[config.mk]
export PLATFORM = sky130hd
export DESIGN_NAME = iwcb_top
export DESIGN_NICKNAME = d
export VERILOG_FILES = /design/src/iwcb_pkg.sv /design/src/iwcb_conv_unit.sv /design/src/iwcb_top.sv
export SDC_FILE = /design/constraint.sdc
export NUM_CORES = 1
export LEC_CHECK = 0
export BUFFER_PORTS_ARGS = -buffer_cell sky130_fd_sc_hd__buf_2
export CAP_MARGIN = 15
export CORE_UTILIZATION = 50
export CTS_CLUSTER_SIZE = 8
export DETAILED_ROUTE_END_ITERATION = 8
export PLACE_DENSITY = 0.73
export RECOVER_POWER = 100
export SYNTH_ARGS = -nofsm -noshare
export SYNTH_HDL_FRONTEND = slang
export SYNTH_HIERARCHICAL = 1
export SYNTH_SLANG_ARGS = --single-unit
[constraint.sdc]
create_clock -name core_clk_i -period 2.9 [get_ports core_clk_i]
set_clock_uncertainty 0.15 [all_clocks]
set_input_delay 0.435 -clock core_clk_i [delete_from_list [all_inputs] [get_ports core_clk_i]]
set_output_delay 0.435 -clock core_clk_i [all_outputs]
set_load 0.005 [all_outputs]
[src/iwcb_pkg.sv]
package iwcb_pkg;
  // Instruction word layout.
  localparam logic [7:0] IWCB_PREFIX = 8'h78;
  localparam int IWCB_MODE_HI = 15;
  localparam int IWCB_MODE_LO = 14;
  localparam logic [1:0] IWCB_MODE_IR = 2'h0;
  localparam logic [1:0] IWCB_MODE_EA = 2'h1;
  localparam logic [1:0] IWCB_MODE_REG = 2'h2;
  localparam logic [1:0] IWCB_SIZE_B = 2'h0;
  localparam logic [1:0] IWCB_SIZE_W = 2'h2;
  localparam logic [1:0] IWCB_SIZE_L = 2'h3;
  localparam int IWCB_DST_HI = 5;
  localparam int IWCB_DST_LO = 4;
  localparam int IWCB_SIGNED_BIT = 0;
  localparam int IWCB_EXT_MAX = 3;
  // Register map.
  localparam logic [7:0] IWCB_OP_CTRL = 8'h00;
  localparam logic [7:0] IWCB_OP_WORD0 = 8'h04;
  localparam logic [7:0] IWCB_OP_WORD1 = 8'h08;
  localparam logic [7:0] IWCB_OP_SRC = 8'h0C;
  localparam logic [7:0] IWCB_OP_RESULT = 8'h10;
  localparam logic [7:0] IWCB_OP_FLAGS = 8'h14;
  localparam logic [7:0] IWCB_OP_IRQ_STAT = 8'h18;
  localparam logic [7:0] IWCB_OP_IRQ_MASK = 8'h1C;
  // Control register fields.
  localparam int IWCB_CTRL_GO_CVT = 0;
  localparam int IWCB_CTRL_GO_DAB = 1;
  localparam int IWCB_CTRL_CARRY = 2;
  localparam int IWCB_CTRL_NIBBLE = 3;
  localparam int IWCB_CTRL_SUB = 4;
  // Flag register fields.
  localparam int IWCB_FLG_V = 0;
  localparam int IWCB_FLG_S = 1;
  localparam int IWCB_FLG_C = 2;
  localparam int IWCB_FLG_TRAP = 3;
  localparam int IWCB_FLG_BADOP = 4;
  // Interrupt status fields.
  localparam int IWCB_IRQ_DONE = 0;
  localparam int IWCB_IRQ_TRAP = 1;
  localparam int IWCB_IRQ_BADOP = 2;
  localparam int IWCB_IRQ_W = 3;
  // Decimal correction values and bus response codes.
  localparam logic [7:0] IWCB_ADJ_LO = 8'h06;
  localparam logic [7:0] IWCB_ADJ_HI = 8'h60;
  localparam logic [7:0] IWCB_ADJ_SUB_LO = 8'hFA;
  localparam logic [7:0] IWCB_ADJ_SUB_HI = 8'hA0;
  localparam logic [3:0] IWCB_NIB_NINE = 4'h9;
  localparam logic [1:0] IWCB_RESP_OK = 2'h0;
  localparam logic [1:0] IWCB_RESP_SLVERR = 2'h2;
endpackage

[src/iwcb_conv_unit.sv]
`timescale 1ns/1ns
module iwcb_conv_unit
  import iwcb_pkg::*;
(
  // Clock and reset.
  input wire logic core_clk_i,
  input wire logic rst_i,
  // Request.
  input wire logic start_i,
  input wire logic is_signed_i,
  input wire logic [1:0] dst_size_i,
  input wire logic [1:0] src_size_i,
  input wire logic [31:0] src_i,
  // Result.
  output logic [31:0] result_o,
  output logic wrap_o,
  output logic neg_o,
  output logic valid_o
);
  logic [31:0] result_r, result_nxt;
  logic wrap_r, wrap_nxt, neg_r, neg_nxt, valid_r, valid_nxt;
  logic [31:0] ext;
  logic [31:0] cut;

  // ==========================================================
  // Resize datapath.
  always_comb
  begin
    ext = src_i;
    case (src_size_i)
      IWCB_SIZE_B: ext = is_signed_i ? {{24{src_i[7]}}, src_i[7:0]}
                                     : {24'h0, src_i[7:0]};
      IWCB_SIZE_W: ext = is_signed_i ? {{16{src_i[15]}}, src_i[15:0]}
                                     : {16'h0, src_i[15:0]};
      default: ext = src_i;
    endcase
    cut = ext;
    wrap_nxt = 1'b0;
    case (dst_size_i)
      IWCB_SIZE_B:
      begin
        cut = {24'h0, ext[7:0]};
        wrap_nxt = is_signed_i ? (ext[31:7] != {25{ext[7]}})
                               : (ext[31:8] != 24'h0);
      end
      IWCB_SIZE_W:
      begin
        cut = {16'h0, ext[15:0]};
        wrap_nxt = is_signed_i ? (ext[31:15] != {17{ext[15]}})
                               : (ext[31:16] != 16'h0);
      end
      default: cut = ext;
    endcase
    neg_nxt = (dst_size_i == IWCB_SIZE_B) ? cut[7] :
              (dst_size_i == IWCB_SIZE_W) ? cut[15] : cut[31];
    result_nxt = start_i ? cut : result_r;
    if (!start_i)
    begin
      wrap_nxt = wrap_r;
      neg_nxt = neg_r;
    end
    valid_nxt = start_i;
  end

  always_ff @(posedge core_clk_i)
  begin
    if (rst_i)
    begin
      result_r <= 32'h0;
      wrap_r <= 1'b0;
      neg_r <= 1'b0;
      valid_r <= 1'b0;
    end
    else
    begin
      result_r <= result_nxt;
      wrap_r <= wrap_nxt;
      neg_r <= neg_nxt;
      valid_r <= valid_nxt;
    end
  end

  assign result_o = result_r;
  assign wrap_o = wrap_r;
  assign neg_o = neg_r;
  assign valid_o = valid_r;
endmodule

[src/iwcb_top.sv]
// Added by the designer: the AXI4-Lite slave port and the placing of the registers.
`timescale 1ns/1ns
// Summary of operation
// - Convert reads source, resizes, writes result; source register untouched.
// - Signed widening copies the source sign into added upper bits.
// - Unsigned widening fills added upper bits with zeros.
// - Narrowing keeps low bits; wrap flag set when value not representable.
// - Signed to byte wraps outside -128..127; signed forms may trap.
// - Signed long to word wraps outside -32768..32767.
// - Unsigned long to word wraps above 65535.
// - Negative flag equals the top bit of the stored result.
// - Convert recognised by prefix byte 01111000 then an operation word.
// - Mode bits 10 register, 00 indirect, 01 effective address plus extensions.
// - Decimal adjust leaves two valid BCD digits after byte add/subtract.
// - Correction chosen from operation, carry, nibble carry and nibble values.
// - Add correction is 00, 06, 60 or 66; carry set for 60/66.
module iwcb_top
  import iwcb_pkg::*;
(
  // Clock and reset.
  input wire logic core_clk_i,
  input wire logic rst_i,
  // AXI4-Lite write address.
  input wire logic [7:0] s_axi_awaddr_i,
  input wire logic s_axi_awvalid_i,
  output logic s_axi_awready_o,
  // AXI4-Lite write data.
  input wire logic [31:0] s_axi_wdata_i,
  input wire logic [3:0] s_axi_wstrb_i,
  input wire logic s_axi_wvalid_i,
  output logic s_axi_wready_o,
  // AXI4-Lite write response.
  output logic [1:0] s_axi_bresp_o,
  output logic s_axi_bvalid_o,
  input wire logic s_axi_bready_i,
  // AXI4-Lite read address.
  input wire logic [7:0] s_axi_araddr_i,
  input wire logic s_axi_arvalid_i,
  output logic s_axi_arready_o,
  // AXI4-Lite read data.
  output logic [31:0] s_axi_rdata_o,
  output logic [1:0] s_axi_rresp_o,
  output logic s_axi_rvalid_o,
  input wire logic s_axi_rready_i,
  // Status outputs.
  output logic irq_o,
  output logic overflow_trap_o
);
  logic aw_got_r, aw_got_nxt, w_got_r, w_got_nxt;
  logic [7:0] awaddr_r, awaddr_nxt;
  logic [31:0] wdata_r, wdata_nxt;
  logic [3:0] wstrb_r, wstrb_nxt;
  logic bvalid_r, bvalid_nxt;
  logic [1:0] bresp_r, bresp_nxt;
  logic rvalid_r, rvalid_nxt;
  logic [1:0] rresp_r, rresp_nxt;
  logic [31:0] rdata_r, rdata_nxt;
  logic [4:0] ctrl_r, ctrl_nxt;
  logic [31:0] word0_r, word0_nxt, word1_r, word1_nxt, src_r, src_nxt;
  logic [31:0] res_r, res_nxt;
  logic [4:0] flags_r, flags_nxt;
  logic [IWCB_IRQ_W-1:0] stat_r, stat_nxt, mask_r, mask_nxt;
  logic irq_r, irq_nxt, trap_r, trap_nxt;
  logic [1:0] ext_cnt_r, ext_cnt_nxt;
  logic pend_r, pend_nxt;
  logic do_write;
  logic [31:0] wmask;
  logic [IWCB_IRQ_W-1:0] ev;
  logic cvt_go, dab_go, op_ok, is_signed;
  logic [1:0] dst_size, src_size, mode;
  logic [31:0] cu_result;
  logic cu_wrap, cu_neg, cu_valid;
  logic [7:0] dab_corr, dab_val;
  logic dab_carry;
  logic [3:0] nib_hi, nib_lo;

  // ==========================================================
  // Instruction decode.
  always_comb
  begin
    mode = word1_r[IWCB_MODE_HI:IWCB_MODE_LO];
    is_signed = word0_r[IWCB_SIGNED_BIT];
    dst_size = word0_r[IWCB_DST_HI:IWCB_DST_LO];
    src_size = (word1_r[5:0] == 6'h21 || word1_r[5:0] == 6'h2E) ? IWCB_SIZE_W :
               (word1_r[5:0] == 6'h14 || word1_r[5:0] == 6'h1D ||
                word1_r[5:0] == 6'h2F) ? IWCB_SIZE_L : IWCB_SIZE_B;
    op_ok = (word0_r[15:8] == IWCB_PREFIX) &&
            (dst_size != src_size) &&
            (dst_size != 2'h1) && (mode != 2'h3);
  end

  // ==========================================================
  // Width conversion unit.
  assign cvt_go = pend_r && (ext_cnt_r == 2'h0) && op_ok;
  iwcb_conv_unit u_conv
  (
    .core_clk_i(core_clk_i),
    .rst_i(rst_i),
    .start_i(cvt_go),
    .is_signed_i(is_signed),
    .dst_size_i(dst_size),
    .src_size_i(src_size),
    .src_i(src_r),
    .result_o(cu_result),
    .wrap_o(cu_wrap),
    .neg_o(cu_neg),
    .valid_o(cu_valid)
  );

  // ==========================================================
  // Decimal adjust.
  always_comb
  begin
    nib_hi = src_r[7:4];
    nib_lo = src_r[3:0];
    dab_corr = 8'h00;
    dab_carry = ctrl_r[IWCB_CTRL_CARRY];
    if (!ctrl_r[IWCB_CTRL_SUB])
    begin
      if (ctrl_r[IWCB_CTRL_NIBBLE] || nib_lo > IWCB_NIB_NINE)
        dab_corr = IWCB_ADJ_LO;
      if (ctrl_r[IWCB_CTRL_CARRY] || nib_hi > IWCB_NIB_NINE ||
          (nib_hi == IWCB_NIB_NINE && nib_lo > IWCB_NIB_NINE))
        dab_corr = dab_corr | IWCB_ADJ_HI;
      dab_carry = dab_corr[6];
    end
    else
    begin
      if (ctrl_r[IWCB_CTRL_NIBBLE])
        dab_corr = IWCB_ADJ_SUB_LO;
      if (ctrl_r[IWCB_CTRL_CARRY])
        dab_corr = dab_corr + IWCB_ADJ_SUB_HI;
    end
    dab_val = src_r[7:0] + dab_corr;
  end
  assign dab_go = ctrl_r[IWCB_CTRL_GO_DAB];

  // ==========================================================
  // Register bus.
  always_comb
  begin
    do_write = aw_got_r && w_got_r && !bvalid_r;
    wmask = {{8{wstrb_r[3]}}, {8{wstrb_r[2]}}, {8{wstrb_r[1]}},
             {8{wstrb_r[0]}}};
    aw_got_nxt = aw_got_r;
    w_got_nxt = w_got_r;
    awaddr_nxt = awaddr_r;
    wdata_nxt = wdata_r;
    wstrb_nxt = wstrb_r;
    if (s_axi_awvalid_i && !aw_got_r)
    begin
      aw_got_nxt = 1'b1;
      awaddr_nxt = s_axi_awaddr_i;
    end
    if (s_axi_wvalid_i && !w_got_r)
    begin
      w_got_nxt = 1'b1;
      wdata_nxt = s_axi_wdata_i;
      wstrb_nxt = s_axi_wstrb_i;
    end
    bvalid_nxt = bvalid_r;
    bresp_nxt = bresp_r;
    if (bvalid_r && s_axi_bready_i)
    begin
      bvalid_nxt = 1'b0;
      aw_got_nxt = 1'b0;
      w_got_nxt = 1'b0;
    end
    if (do_write)
    begin
      bvalid_nxt = 1'b1;
      bresp_nxt = (awaddr_r > IWCB_OP_IRQ_MASK || awaddr_r[1:0] != 2'h0) ?
                  IWCB_RESP_SLVERR : IWCB_RESP_OK;
    end
    rvalid_nxt = rvalid_r;
    rresp_nxt = rresp_r;
    rdata_nxt = rdata_r;
    if (rvalid_r && s_axi_rready_i)
      rvalid_nxt = 1'b0;
    if (s_axi_arvalid_i && !rvalid_r)
    begin
      rvalid_nxt = 1'b1;
      rresp_nxt = IWCB_RESP_OK;
      case (s_axi_araddr_i)
        IWCB_OP_CTRL: rdata_nxt = {27'h0, ctrl_r};
        IWCB_OP_WORD0: rdata_nxt = word0_r;
        IWCB_OP_WORD1: rdata_nxt = word1_r;
        IWCB_OP_SRC: rdata_nxt = src_r;
        IWCB_OP_RESULT: rdata_nxt = res_r;
        IWCB_OP_FLAGS: rdata_nxt = {25'h0, pend_r, ext_cnt_r == 2'h0,
                                    flags_r};
        IWCB_OP_IRQ_STAT: rdata_nxt = {29'h0, stat_r};
        IWCB_OP_IRQ_MASK: rdata_nxt = {29'h0, mask_r};
        default:
        begin
          rdata_nxt = 32'h0;
          rresp_nxt = IWCB_RESP_SLVERR;
        end
      endcase
    end
  end

  // ==========================================================
  // Control, operands, result and interrupts.
  always_comb
  begin
    ctrl_nxt = ctrl_r & ~5'h3;
    word0_nxt = word0_r;
    word1_nxt = word1_r;
    src_nxt = src_r;
    mask_nxt = mask_r;
    pend_nxt = pend_r;
    ext_cnt_nxt = ext_cnt_r;
    ev = '0;
    stat_nxt = stat_r;
    if (do_write)
      case (awaddr_r)
        IWCB_OP_CTRL: ctrl_nxt = (ctrl_r & ~wmask[4:0]) |
                                 (wdata_r[4:0] & wmask[4:0]);
        IWCB_OP_WORD0: word0_nxt = (word0_r & ~wmask) | (wdata_r & wmask);
        IWCB_OP_WORD1:
        begin
          word1_nxt = (word1_r & ~wmask) | (wdata_r & wmask);
          ext_cnt_nxt = (wdata_r[IWCB_MODE_HI:IWCB_MODE_LO] == IWCB_MODE_EA)
                        ? wdata_r[17:16] : 2'h0;
        end
        IWCB_OP_SRC:
        begin
          src_nxt = (src_r & ~wmask) | (wdata_r & wmask);
          if (ext_cnt_r != 2'h0)
            ext_cnt_nxt = ext_cnt_r - 2'h1;
        end
        IWCB_OP_IRQ_STAT: stat_nxt = stat_r & ~wdata_r[IWCB_IRQ_W-1:0];
        IWCB_OP_IRQ_MASK: mask_nxt = wdata_r[IWCB_IRQ_W-1:0];
        default: ;
      endcase
    if (ctrl_r[IWCB_CTRL_GO_CVT])
      pend_nxt = 1'b1;
    res_nxt = res_r;
    flags_nxt = flags_r;
    trap_nxt = 1'b0;
    if (pend_r && ext_cnt_r == 2'h0)
    begin
      pend_nxt = 1'b0;
      if (!op_ok)
      begin
        flags_nxt[IWCB_FLG_BADOP] = 1'b1;
        ev[IWCB_IRQ_BADOP] = 1'b1;
      end
    end
    if (cu_valid)
    begin
      res_nxt = cu_result;
      flags_nxt[IWCB_FLG_V] = cu_wrap;
      flags_nxt[IWCB_FLG_S] = cu_neg;
      flags_nxt[IWCB_FLG_BADOP] = 1'b0;
      flags_nxt[IWCB_FLG_TRAP] = cu_wrap && is_signed;
      trap_nxt = cu_wrap && is_signed;
      ev[IWCB_IRQ_DONE] = 1'b1;
      ev[IWCB_IRQ_TRAP] = cu_wrap && is_signed;
    end
    if (dab_go)
    begin
      res_nxt = {24'h0, dab_val};
      flags_nxt[IWCB_FLG_C] = dab_carry;
      flags_nxt[IWCB_FLG_S] = dab_val[7];
      ev[IWCB_IRQ_DONE] = 1'b1;
    end
    stat_nxt = stat_nxt | ev;
    irq_nxt = |(stat_nxt & mask_nxt);
  end

  always_ff @(posedge core_clk_i)
  begin
    if (rst_i)
    begin
      aw_got_r <= 1'b0;
      w_got_r <= 1'b0;
      awaddr_r <= 8'h0;
      wdata_r <= 32'h0;
      wstrb_r <= 4'h0;
      bvalid_r <= 1'b0;
      bresp_r <= 2'h0;
      rvalid_r <= 1'b0;
      rresp_r <= 2'h0;
      rdata_r <= 32'h0;
      ctrl_r <= 5'h0;
      word0_r <= 32'h0;
      word1_r <= 32'h0;
      src_r <= 32'h0;
      res_r <= 32'h0;
      flags_r <= 5'h0;
      stat_r <= '0;
      mask_r <= '0;
      irq_r <= 1'b0;
      trap_r <= 1'b0;
      ext_cnt_r <= 2'h0;
      pend_r <= 1'b0;
    end
    else
    begin
      aw_got_r <= aw_got_nxt;
      w_got_r <= w_got_nxt;
      awaddr_r <= awaddr_nxt;
      wdata_r <= wdata_nxt;
      wstrb_r <= wstrb_nxt;
      bvalid_r <= bvalid_nxt;
      bresp_r <= bresp_nxt;
      rvalid_r <= rvalid_nxt;
      rresp_r <= rresp_nxt;
      rdata_r <= rdata_nxt;
      ctrl_r <= ctrl_nxt;
      word0_r <= word0_nxt;
      word1_r <= word1_nxt;
      src_r <= src_nxt;
      res_r <= res_nxt;
      flags_r <= flags_nxt;
      stat_r <= stat_nxt;
      mask_r <= mask_nxt;
      irq_r <= irq_nxt;
      trap_r <= trap_nxt;
      ext_cnt_r <= ext_cnt_nxt;
      pend_r <= pend_nxt;
    end
  end

  assign s_axi_awready_o = !aw_got_r;
  assign s_axi_wready_o = !w_got_r;
  assign s_axi_bvalid_o = bvalid_r;
  assign s_axi_bresp_o = bresp_r;
  assign s_axi_arready_o = !rvalid_r;
  assign s_axi_rvalid_o = rvalid_r;
  assign s_axi_rresp_o = rresp_r;
  assign s_axi_rdata_o = rdata_r;
  assign irq_o = irq_r;
  assign overflow_trap_o = trap_r;
endmodule

==> summary.md, run 1 <==
| Metric | Value |
|---|---|
| CTS tree | `built` |
| R2R cell count | `12` |
| Synth Register Bits | `~270` |
| WHS Path Cells | `3` |
| Hold_sp | `s_axi_awaddr_i[6]` |
| Number of buffers added on ports | `99` |
| RSZ-0062 raised after global routing | `true` |
| Mapped Cells | `between 1000 and 1500` |
| Register area | `roughly 5300 sq um` |
| Total GRT Usage | `26.14%` |
| Total vias in the final route | `about 10000` |
| Final setup violation count | `0` |
| HPWL Detailed | `between 20 and 25 mm` |
| First-pass GRT wire length | `49.94 mm` |
| Core Footprint | `22640 sq um` |
| Drt drc | `2` |
| Hold_ws | `between 7 and 8 ps` |
| Async S/R FF share, synth | `0%` |
| M1 WL | `~15 mm` |
| FF-to-FF End | `flags_r[1]$_SDFFE_PP0P_` |
| DR vias/cell | `5.856` |
| Hold Crit Endpoint | `awaddr_r[6]$_SDFFE_PP0P_` |
| Crit path DAT | `between 3000 and 4000 ps` |
| Initial DRC count | `~1200` |
| Post-Route Setup TNS | `0 ps` |
| PD cells | `about 600 nW/um^2` |
| Gpl congestion | `about 0.91` |
| Synthesized area per cell | `roughly 8.4 sq um` |
| I/O pin count | `roughly 100` |
| Worst Path Class, Setup | `register to register` |
| Status | `finished, violations left` |
| Initial Utilization | `50.90%` |
| Die area | `roughly 24000 sq um` |
| Leading area contributor after synthesis | `dfxtp_1` |
| Initial antenna violation count | `0` |
| Highest routed layer | `met4` |
| Total number of H-tree levels | `2` |
| Vias in the first global route | `approximately 9500` |
| Total CTS buffers | `39` |
| Hold crit path type | `input pin to register` |
| Slew @ Worst Pin | `around 1500 ps` |
| Final WL | `31.12 mm` |
| Synthesis-to-finish area growth | `15.90%` |
| Most common cell after layout, fill and taps aside | `nand2_1` |
| Max Root-Sink Buffers | `3` |
| Max-Cap Viols | `0` |
| Synth top area share | `46.21%` |
| ANT cells | `0` |
| Most frequent cells in the layout | `nand2_1, dfxtp_1, a21oi_1` |
| Top cells by area, synth | `dfxtp_1, nand2_1, a21oi_1` |
| Final core utilization | `58.99%` |
| Required @ worst endpoint | `roughly 3200 ps` |
| Worst slew margin | `under 10%` |
| Synth unique cells | `75` |
| Antenna Nets Post-Route | `0` |
| Worst skew pair latency | `520 ps` |
| F_max | `about 0.36 GHz` |
| Ys flop type | `dfxtp_1` |
| Final worst path period need | `2808 ps` |
| Failing checks | `design-rule violations` |
| Multi-input gate area | `approximately 5700 sq um` |
| Share of post-route cells with drive strength above 1 | `between 10% and 20%` |
| Die H | `between 150 and 200 um` |
| Met3 WL | `between 2 and 2.5 mm` |
| WL/cell | `around 18 um` |
| Final hold violation count | `0` |
| Fillers | `around 2000` |
| Slew Limit Fails | `0` |
| Clock root buffer master | `clkbuf_16` |
| Cell row count | `55` |
| Die width | `153.8 um` |
| CTS sink cnt | `roughly 270` |
| Worst-path clk slew | `around 50 ps` |
| Number of enable flip-flop cells after synthesis | `0` |
| Mapped Area | `between 10000 and 15000 sq um` |
| WL met2 | `between 10 and 15 mm` |
| R2R setup slack | `just over 90 ps` |
| Largest net degree at the start of global routing | `72` |
| Nets@finish | `~1500` |
| DR pass1 iterations | `8` |
| Critical Path End Type | `register` |
| Seq/Total Area, Yosys | `46.21%` |
| Synth Warn # | `6` |
| Crit path max fanout | `5` |
| Startpoint types | `register` |
| Max IR drop VDD | `0.0003285 V` |
| Leak Pwr | `approximately 0.005 uW` |
| Total grt overflow | `0` |
| Final period util | `between 90% and 100%` |
-- worst max path at each step --
stage | from | to | slack, ps | cells past startpoint
after floorplan | register | flags_r[1]$_SDFFE_PP0P_ | 310 | 12
after global placement | register | u_conv/neg_o$_SDFFE_PP0P_ | -90 | 8
after detailed placement | register | u_conv/neg_o$_SDFFE_PP0P_ | -50 | 8
after CTS | register | flags_r[1]$_SDFFE_PP0P_ | 30 | 12
after global routing | register | flags_r[1]$_SDFFE_PP0P_ | -90 | 12
final | register | flags_r[1]$_SDFFE_PP0P_ | 90 | 12
-- synthesized netlist by cell type, drive strengths merged, types with 3 or more instances --
cell type	n
inv	23
a21oi	202
dfxtp	266
nor4	14
clkbuf	60
a21o	27
nand4	8
nor2b	18
nand2b	23
buf	34
or3	3
nand2	302
mux4	4
or2	3
a31oi	4
ha	10
nor3	10
o22ai	5
or4	3
and2	7
mux2i	54
and3	4
nand3	68
o21a	5
nor3b	4
a22oi	4
a221oi	5
o21ai	23
nor2	86
nand4b	3
a211oi	17
a222oi	26
mux2	8
nor4b	5
xnor2	4
-- logic make-up after synthesis --
group | after synthesis | share of synthesized area (%)
compound gates | 339 | 18.27
xor+xnor | 5 | 0.3800
fa+ha+maj | 11 | 1.260
buf+inv | 118 | 4.593
flops | 266 | 46.21
mux | 66 | 6.254
other cells | 1 | 0.03254
simple gates | 571 | 23.00
-- routing by layer --
metal  vias up  global-route usage, %
met4         0                  8.333
met1      4863                  38.88
met2       405                  38.03
li1       4983                      -
met3        50                  4.679
met5         -                      0
-- per-stage QoR --
step	instance area (sq um)	cells	worst slack [ps]	total power (uW)
after floorplan	11530	1378	309.4	4000
after global placement	12310	1705	-88.13	4111
after detailed placement	12310	1705	-47.36	4115
after CTS	13450	1759	30.36	8036
after global routing	13360	1759	-90.44	8218
final	13360	1759	92.36	7984
-- where the power goes --
part / switching, uW / internal [uW] / total (uW)
Combinational: 174 / 104 / 278
Sequential: 70.6 / 3710 / 3780
Clock: 1500 / 2420 / 3930
-- cell type report --
type	instances	share of cell area [%]
clock inverters	3	0.2436
clock buffers	41	7.523
flip-flops and latches	266	39.87
well taps	285	2.670
inverters	24	0.6745
repair buffers	146	6.399
multi-input cells	994	42.62
-- timing repair --
item	in CTS	in global routing
endpoints found under the setup margin	9	10
pin swaps	0	1
endpoints found under the hold margin	10	0
gates cloned	0	0
buffers inserted	0	0
hold buffers	10	0
resized for setup	1	3
-- critical path: stages (launching register included) --
cell	delay, ps
dfxtp_1	350
o21a_1	230
o21bai_2	160
inv_1	80
or2_2	300
ha_1	200
inv_1	80
fa_1	210
nor2b_1	60
o21a_1	170
o21a_1	200
o2111a_1	250
nor4_1	290
(Power assumes the default switching activity.)
==> run 2: changes to the inputs <==
--- a/config.mk
+++ b/config.mk
@@ -11,7 +11,7 @@
 export CTS_CLUSTER_SIZE = 8
 export DETAILED_ROUTE_END_ITERATION = 8
 export PLACE_DENSITY = 0.73
-export RECOVER_POWER = 100
+export RECOVER_POWER = 25
 export SYNTH_ARGS = -nofsm -noshare
 export SYNTH_HDL_FRONTEND = slang
 export SYNTH_HIERARCHICAL = 1
==> constraint.sdc (replaced) <==
create_clock -name core_clk_i -period 2.9 [get_ports core_clk_i]
set_clock_uncertainty 0.15 [all_clocks]
set_input_delay 0.58 -clock core_clk_i [delete_from_list [all_inputs] [get_ports core_clk_i]]
set_output_delay 0.58 -clock core_clk_i [all_outputs]
set_load 0.005 [all_outputs]
==> summary.md, run 2 (synthesis results as in run 1) <==
| Metric | Value |
|---|---|
| Slew @ Worst Pin | `1698 ps (was 1451 ps)` |
| I/O pin count | `102 (unchanged)` |
| Nets@finish | `1530 (was 1541)` |
| Hold Crit Endpoint | `s_axi_rvalid_o$_SDFFE_PP0P_ (was awaddr_r[6]$_SDFFE_PP0P_)` |
| Hold Buf Count CTS | `0 (was 10)` |
| Slew Limit Fails | `85 (was 0)` |
| Number of buffers added on ports | `99 (unchanged)` |
| Worst skew pair latency | `520 ps (about the same)` |
| WHS Path Cells | `2 (was 3)` |
| Core Footprint | `22640 sq um (unchanged)` |
| Startpoint types | `register (unchanged)` |
| Status | `finished, violations left (unchanged)` |
| Clock root buffer master | `clkbuf_16 (unchanged)` |
| F_max | `0.3601 GHz (was 0.3562 GHz)` |
| Worst slew margin | `-13.18% (was 3.254%)` |
| Gpl congestion | `0.8966 (was 0.9123)` |
| Final setup violation count | `0 (unchanged)` |
| Placed instance count | `1703 (was 1705)` |
| Most frequent cells in the layout | `nand2_1, dfxtp_1, a21oi_1 (unchanged)` |
| Vias in the first global route | `9265 (was 9532)` |
| Initial Utilization | `50.90% (unchanged)` |
| R2R cell count | `12 (unchanged)` |
| Antenna Nets Post-Route | `0 (unchanged)` |
| Drt drc | `2 (unchanged)` |
| CTS tree | `built (unchanged)` |
| Hold crit path type | `input pin to register (unchanged)` |
| FF-to-FF End | `flags_r[1]$_SDFFE_PP0P_ (unchanged)` |
| Die H | `153.8 um (unchanged)` |
| ANT cells | `0 (unchanged)` |
| Cell row count | `55 (unchanged)` |
| Critical Path End Type | `register (unchanged)` |
| PD cells | `594.6 nW/um^2 (was 597.8 nW/um^2)` |
| Failing checks | `design-rule violations, max-capacitance violations, max-slew violations (was design-rule violations)` |
| Largest net degree at the start of global routing | `85 (was 72)` |
| Worst Path Class, Setup | `register to register (unchanged)` |
| Hold_sp | `s_axi_rready_i (was s_axi_awaddr_i[6])` |
| Initial DRC count | `1087 (was 1162)` |
| HPWL Detailed | `21.19 mm (was 21.27 mm)` |
| Initial antenna violation count | `0 (unchanged)` |
| Synthesis-to-finish area growth | `15.60% (was 15.90%)` |
| Fillers | `2018 (was 1991)` |
| First-pass GRT wire length | `49.08 mm (was 49.94 mm)` |
| Die width | `153.8 um (unchanged)` |
| R2R setup slack | `120 ps (was 90 ps)` |
| Final WL | `30.76 mm (was 31.12 mm)` |
| Crit path max fanout | `5 (unchanged)` |
| Share of post-route cells with drive strength above 1 | `13.94% (was 12.35%)` |
| Worst-path clk slew | `50 ps (about the same)` |
| DR pass1 iterations | `9 (was 8)` |
| Most common cell after layout, fill and taps aside | `nand2_1 (unchanged)` |
| Pwr Total | `7921 uW (was 7984 uW)` |
| Final std cells w/o fill | `1748 (was 1759)` |
| Pre-CTS setup slack | `-103.9 ps (was -47.36 ps)` |
| Post-Route Setup TNS | `0 ps (unchanged)` |
| DR vias/cell | `5.820 (was 5.856)` |
| Total number of H-tree levels | `2 (unchanged)` |
| Crit path DAT | `3010 ps (was 3070 ps)` |
| Total grt overflow | `0 (unchanged)` |
| Leak Pwr | `0.004892 uW (was 0.004863 uW)` |
| Final period util | `95.77% (was 96.82%)` |
| Max-Cap Viols | `1 (was 0)` |
| Total GRT Usage | `25.77% (was 26.14%)` |
| Final worst path period need | `2777 ps (was 2808 ps)` |
| Total vias in the final route | `10170 (was 10300)` |
| CTS sink cnt | `266 (unchanged)` |
| Post-route setup slack | `122.6 ps (was 92.36 ps)` |
| WL/cell | `17.60 um (was 17.69 um)` |
| Max Root-Sink Buffers | `3 (unchanged)` |
| Required @ worst endpoint | `3130 ps (was 3170 ps)` |
| Final hold violation count | `0 (unchanged)` |
| Die area | `23660 sq um (unchanged)` |
| Max IR drop VDD | `0.0003942 V (was 0.0003285 V)` |
| Total CTS buffers | `39 (unchanged)` |
[run 2: cell count changes in the layout (fill, tap and decap cells not counted), sizes merged]
cell         change
clkbuf          -24
buf             +22
dlygate4sd3     -10
inv              +2
clkinv           -1
[run 2: per-stage QoR]
stage	cell area (sq um)	utilization (%)	hold slack [ps]
after floorplan	11530	-	269.4
after global placement	12310	54.38	280.3
after detailed placement	12310	54.38	283.5
after CTS	13330	58.87	88.74
after global routing	13320	58.84	126.0
final	13320	58.84	106.0
[run 2: final cells by class]
type	count	area, sq um	share of cell area, %
clock inverter	4	33.78	0.2536
inverter	24	90.09	0.6762
multi-input combinational	994	5722	42.95
sequential	266	5325	39.97
timing repair buffer	135	814.5	6.114
clock buffer	40	979.7	7.354
tap	285	356.6	2.677
[run 2: how the worst max path moves through the flow]
stage | start | end | slack, ps | cells after the start
after floorplan | register | flags_r[1]$_SDFFE_PP0P_ | 310 | 12
after global placement | register | u_conv/neg_o$_SDFFE_PP0P_ | -60 | 8
after detailed placement | register | u_conv/neg_o$_SDFFE_PP0P_ | -100 | 8
after CTS | register | flags_r[1]$_SDFFE_PP0P_ | 60 | 12
after global routing | register | flags_r[1]$_SDFFE_PP0P_ | -1 | 12
final | register | flags_r[1]$_SDFFE_PP0P_ | 120 | 12
[run 2: layer usage]
metal	global-route usage [%]	share of wire, %	routed length, um	up-vias
li1	-	-	-	4999
met1	38.87	48	14680	4730
met2	37.71	42	13070	407
met3	4.510	8.4	2578	38
met4	6.429	1.4	432	0
met5	0	0	0	-
[run 2: report_power, final]
part	leakage (uW)	internal, uW	switching [uW]
registers	0.00215	3710	67.8
logic	0.00225	98.3	174
clock network	0.000496	2370	1500
total	0.00489	6180	1740
[run 2: what timing repair did]
action | in CTS | in global routing
endpoints found under the hold margin | 0 | 0
pin swaps | 0 | 4
endpoints found under the setup margin | 17 | 3
resized for setup | 1 | 5
setup buffers | 0 | 1
[run 2: critical path: stages (launching register included)]
cell      delay (ps)
dfxtp_1          350
o21a_1           230
o21bai_2         170
inv_1             70
or2_2            290
ha_1             210
inv_1             90
fa_2             210
nor2b_1           50
o21a_1           180
o21a_1           200
nor4_2           340
nor4_1           100
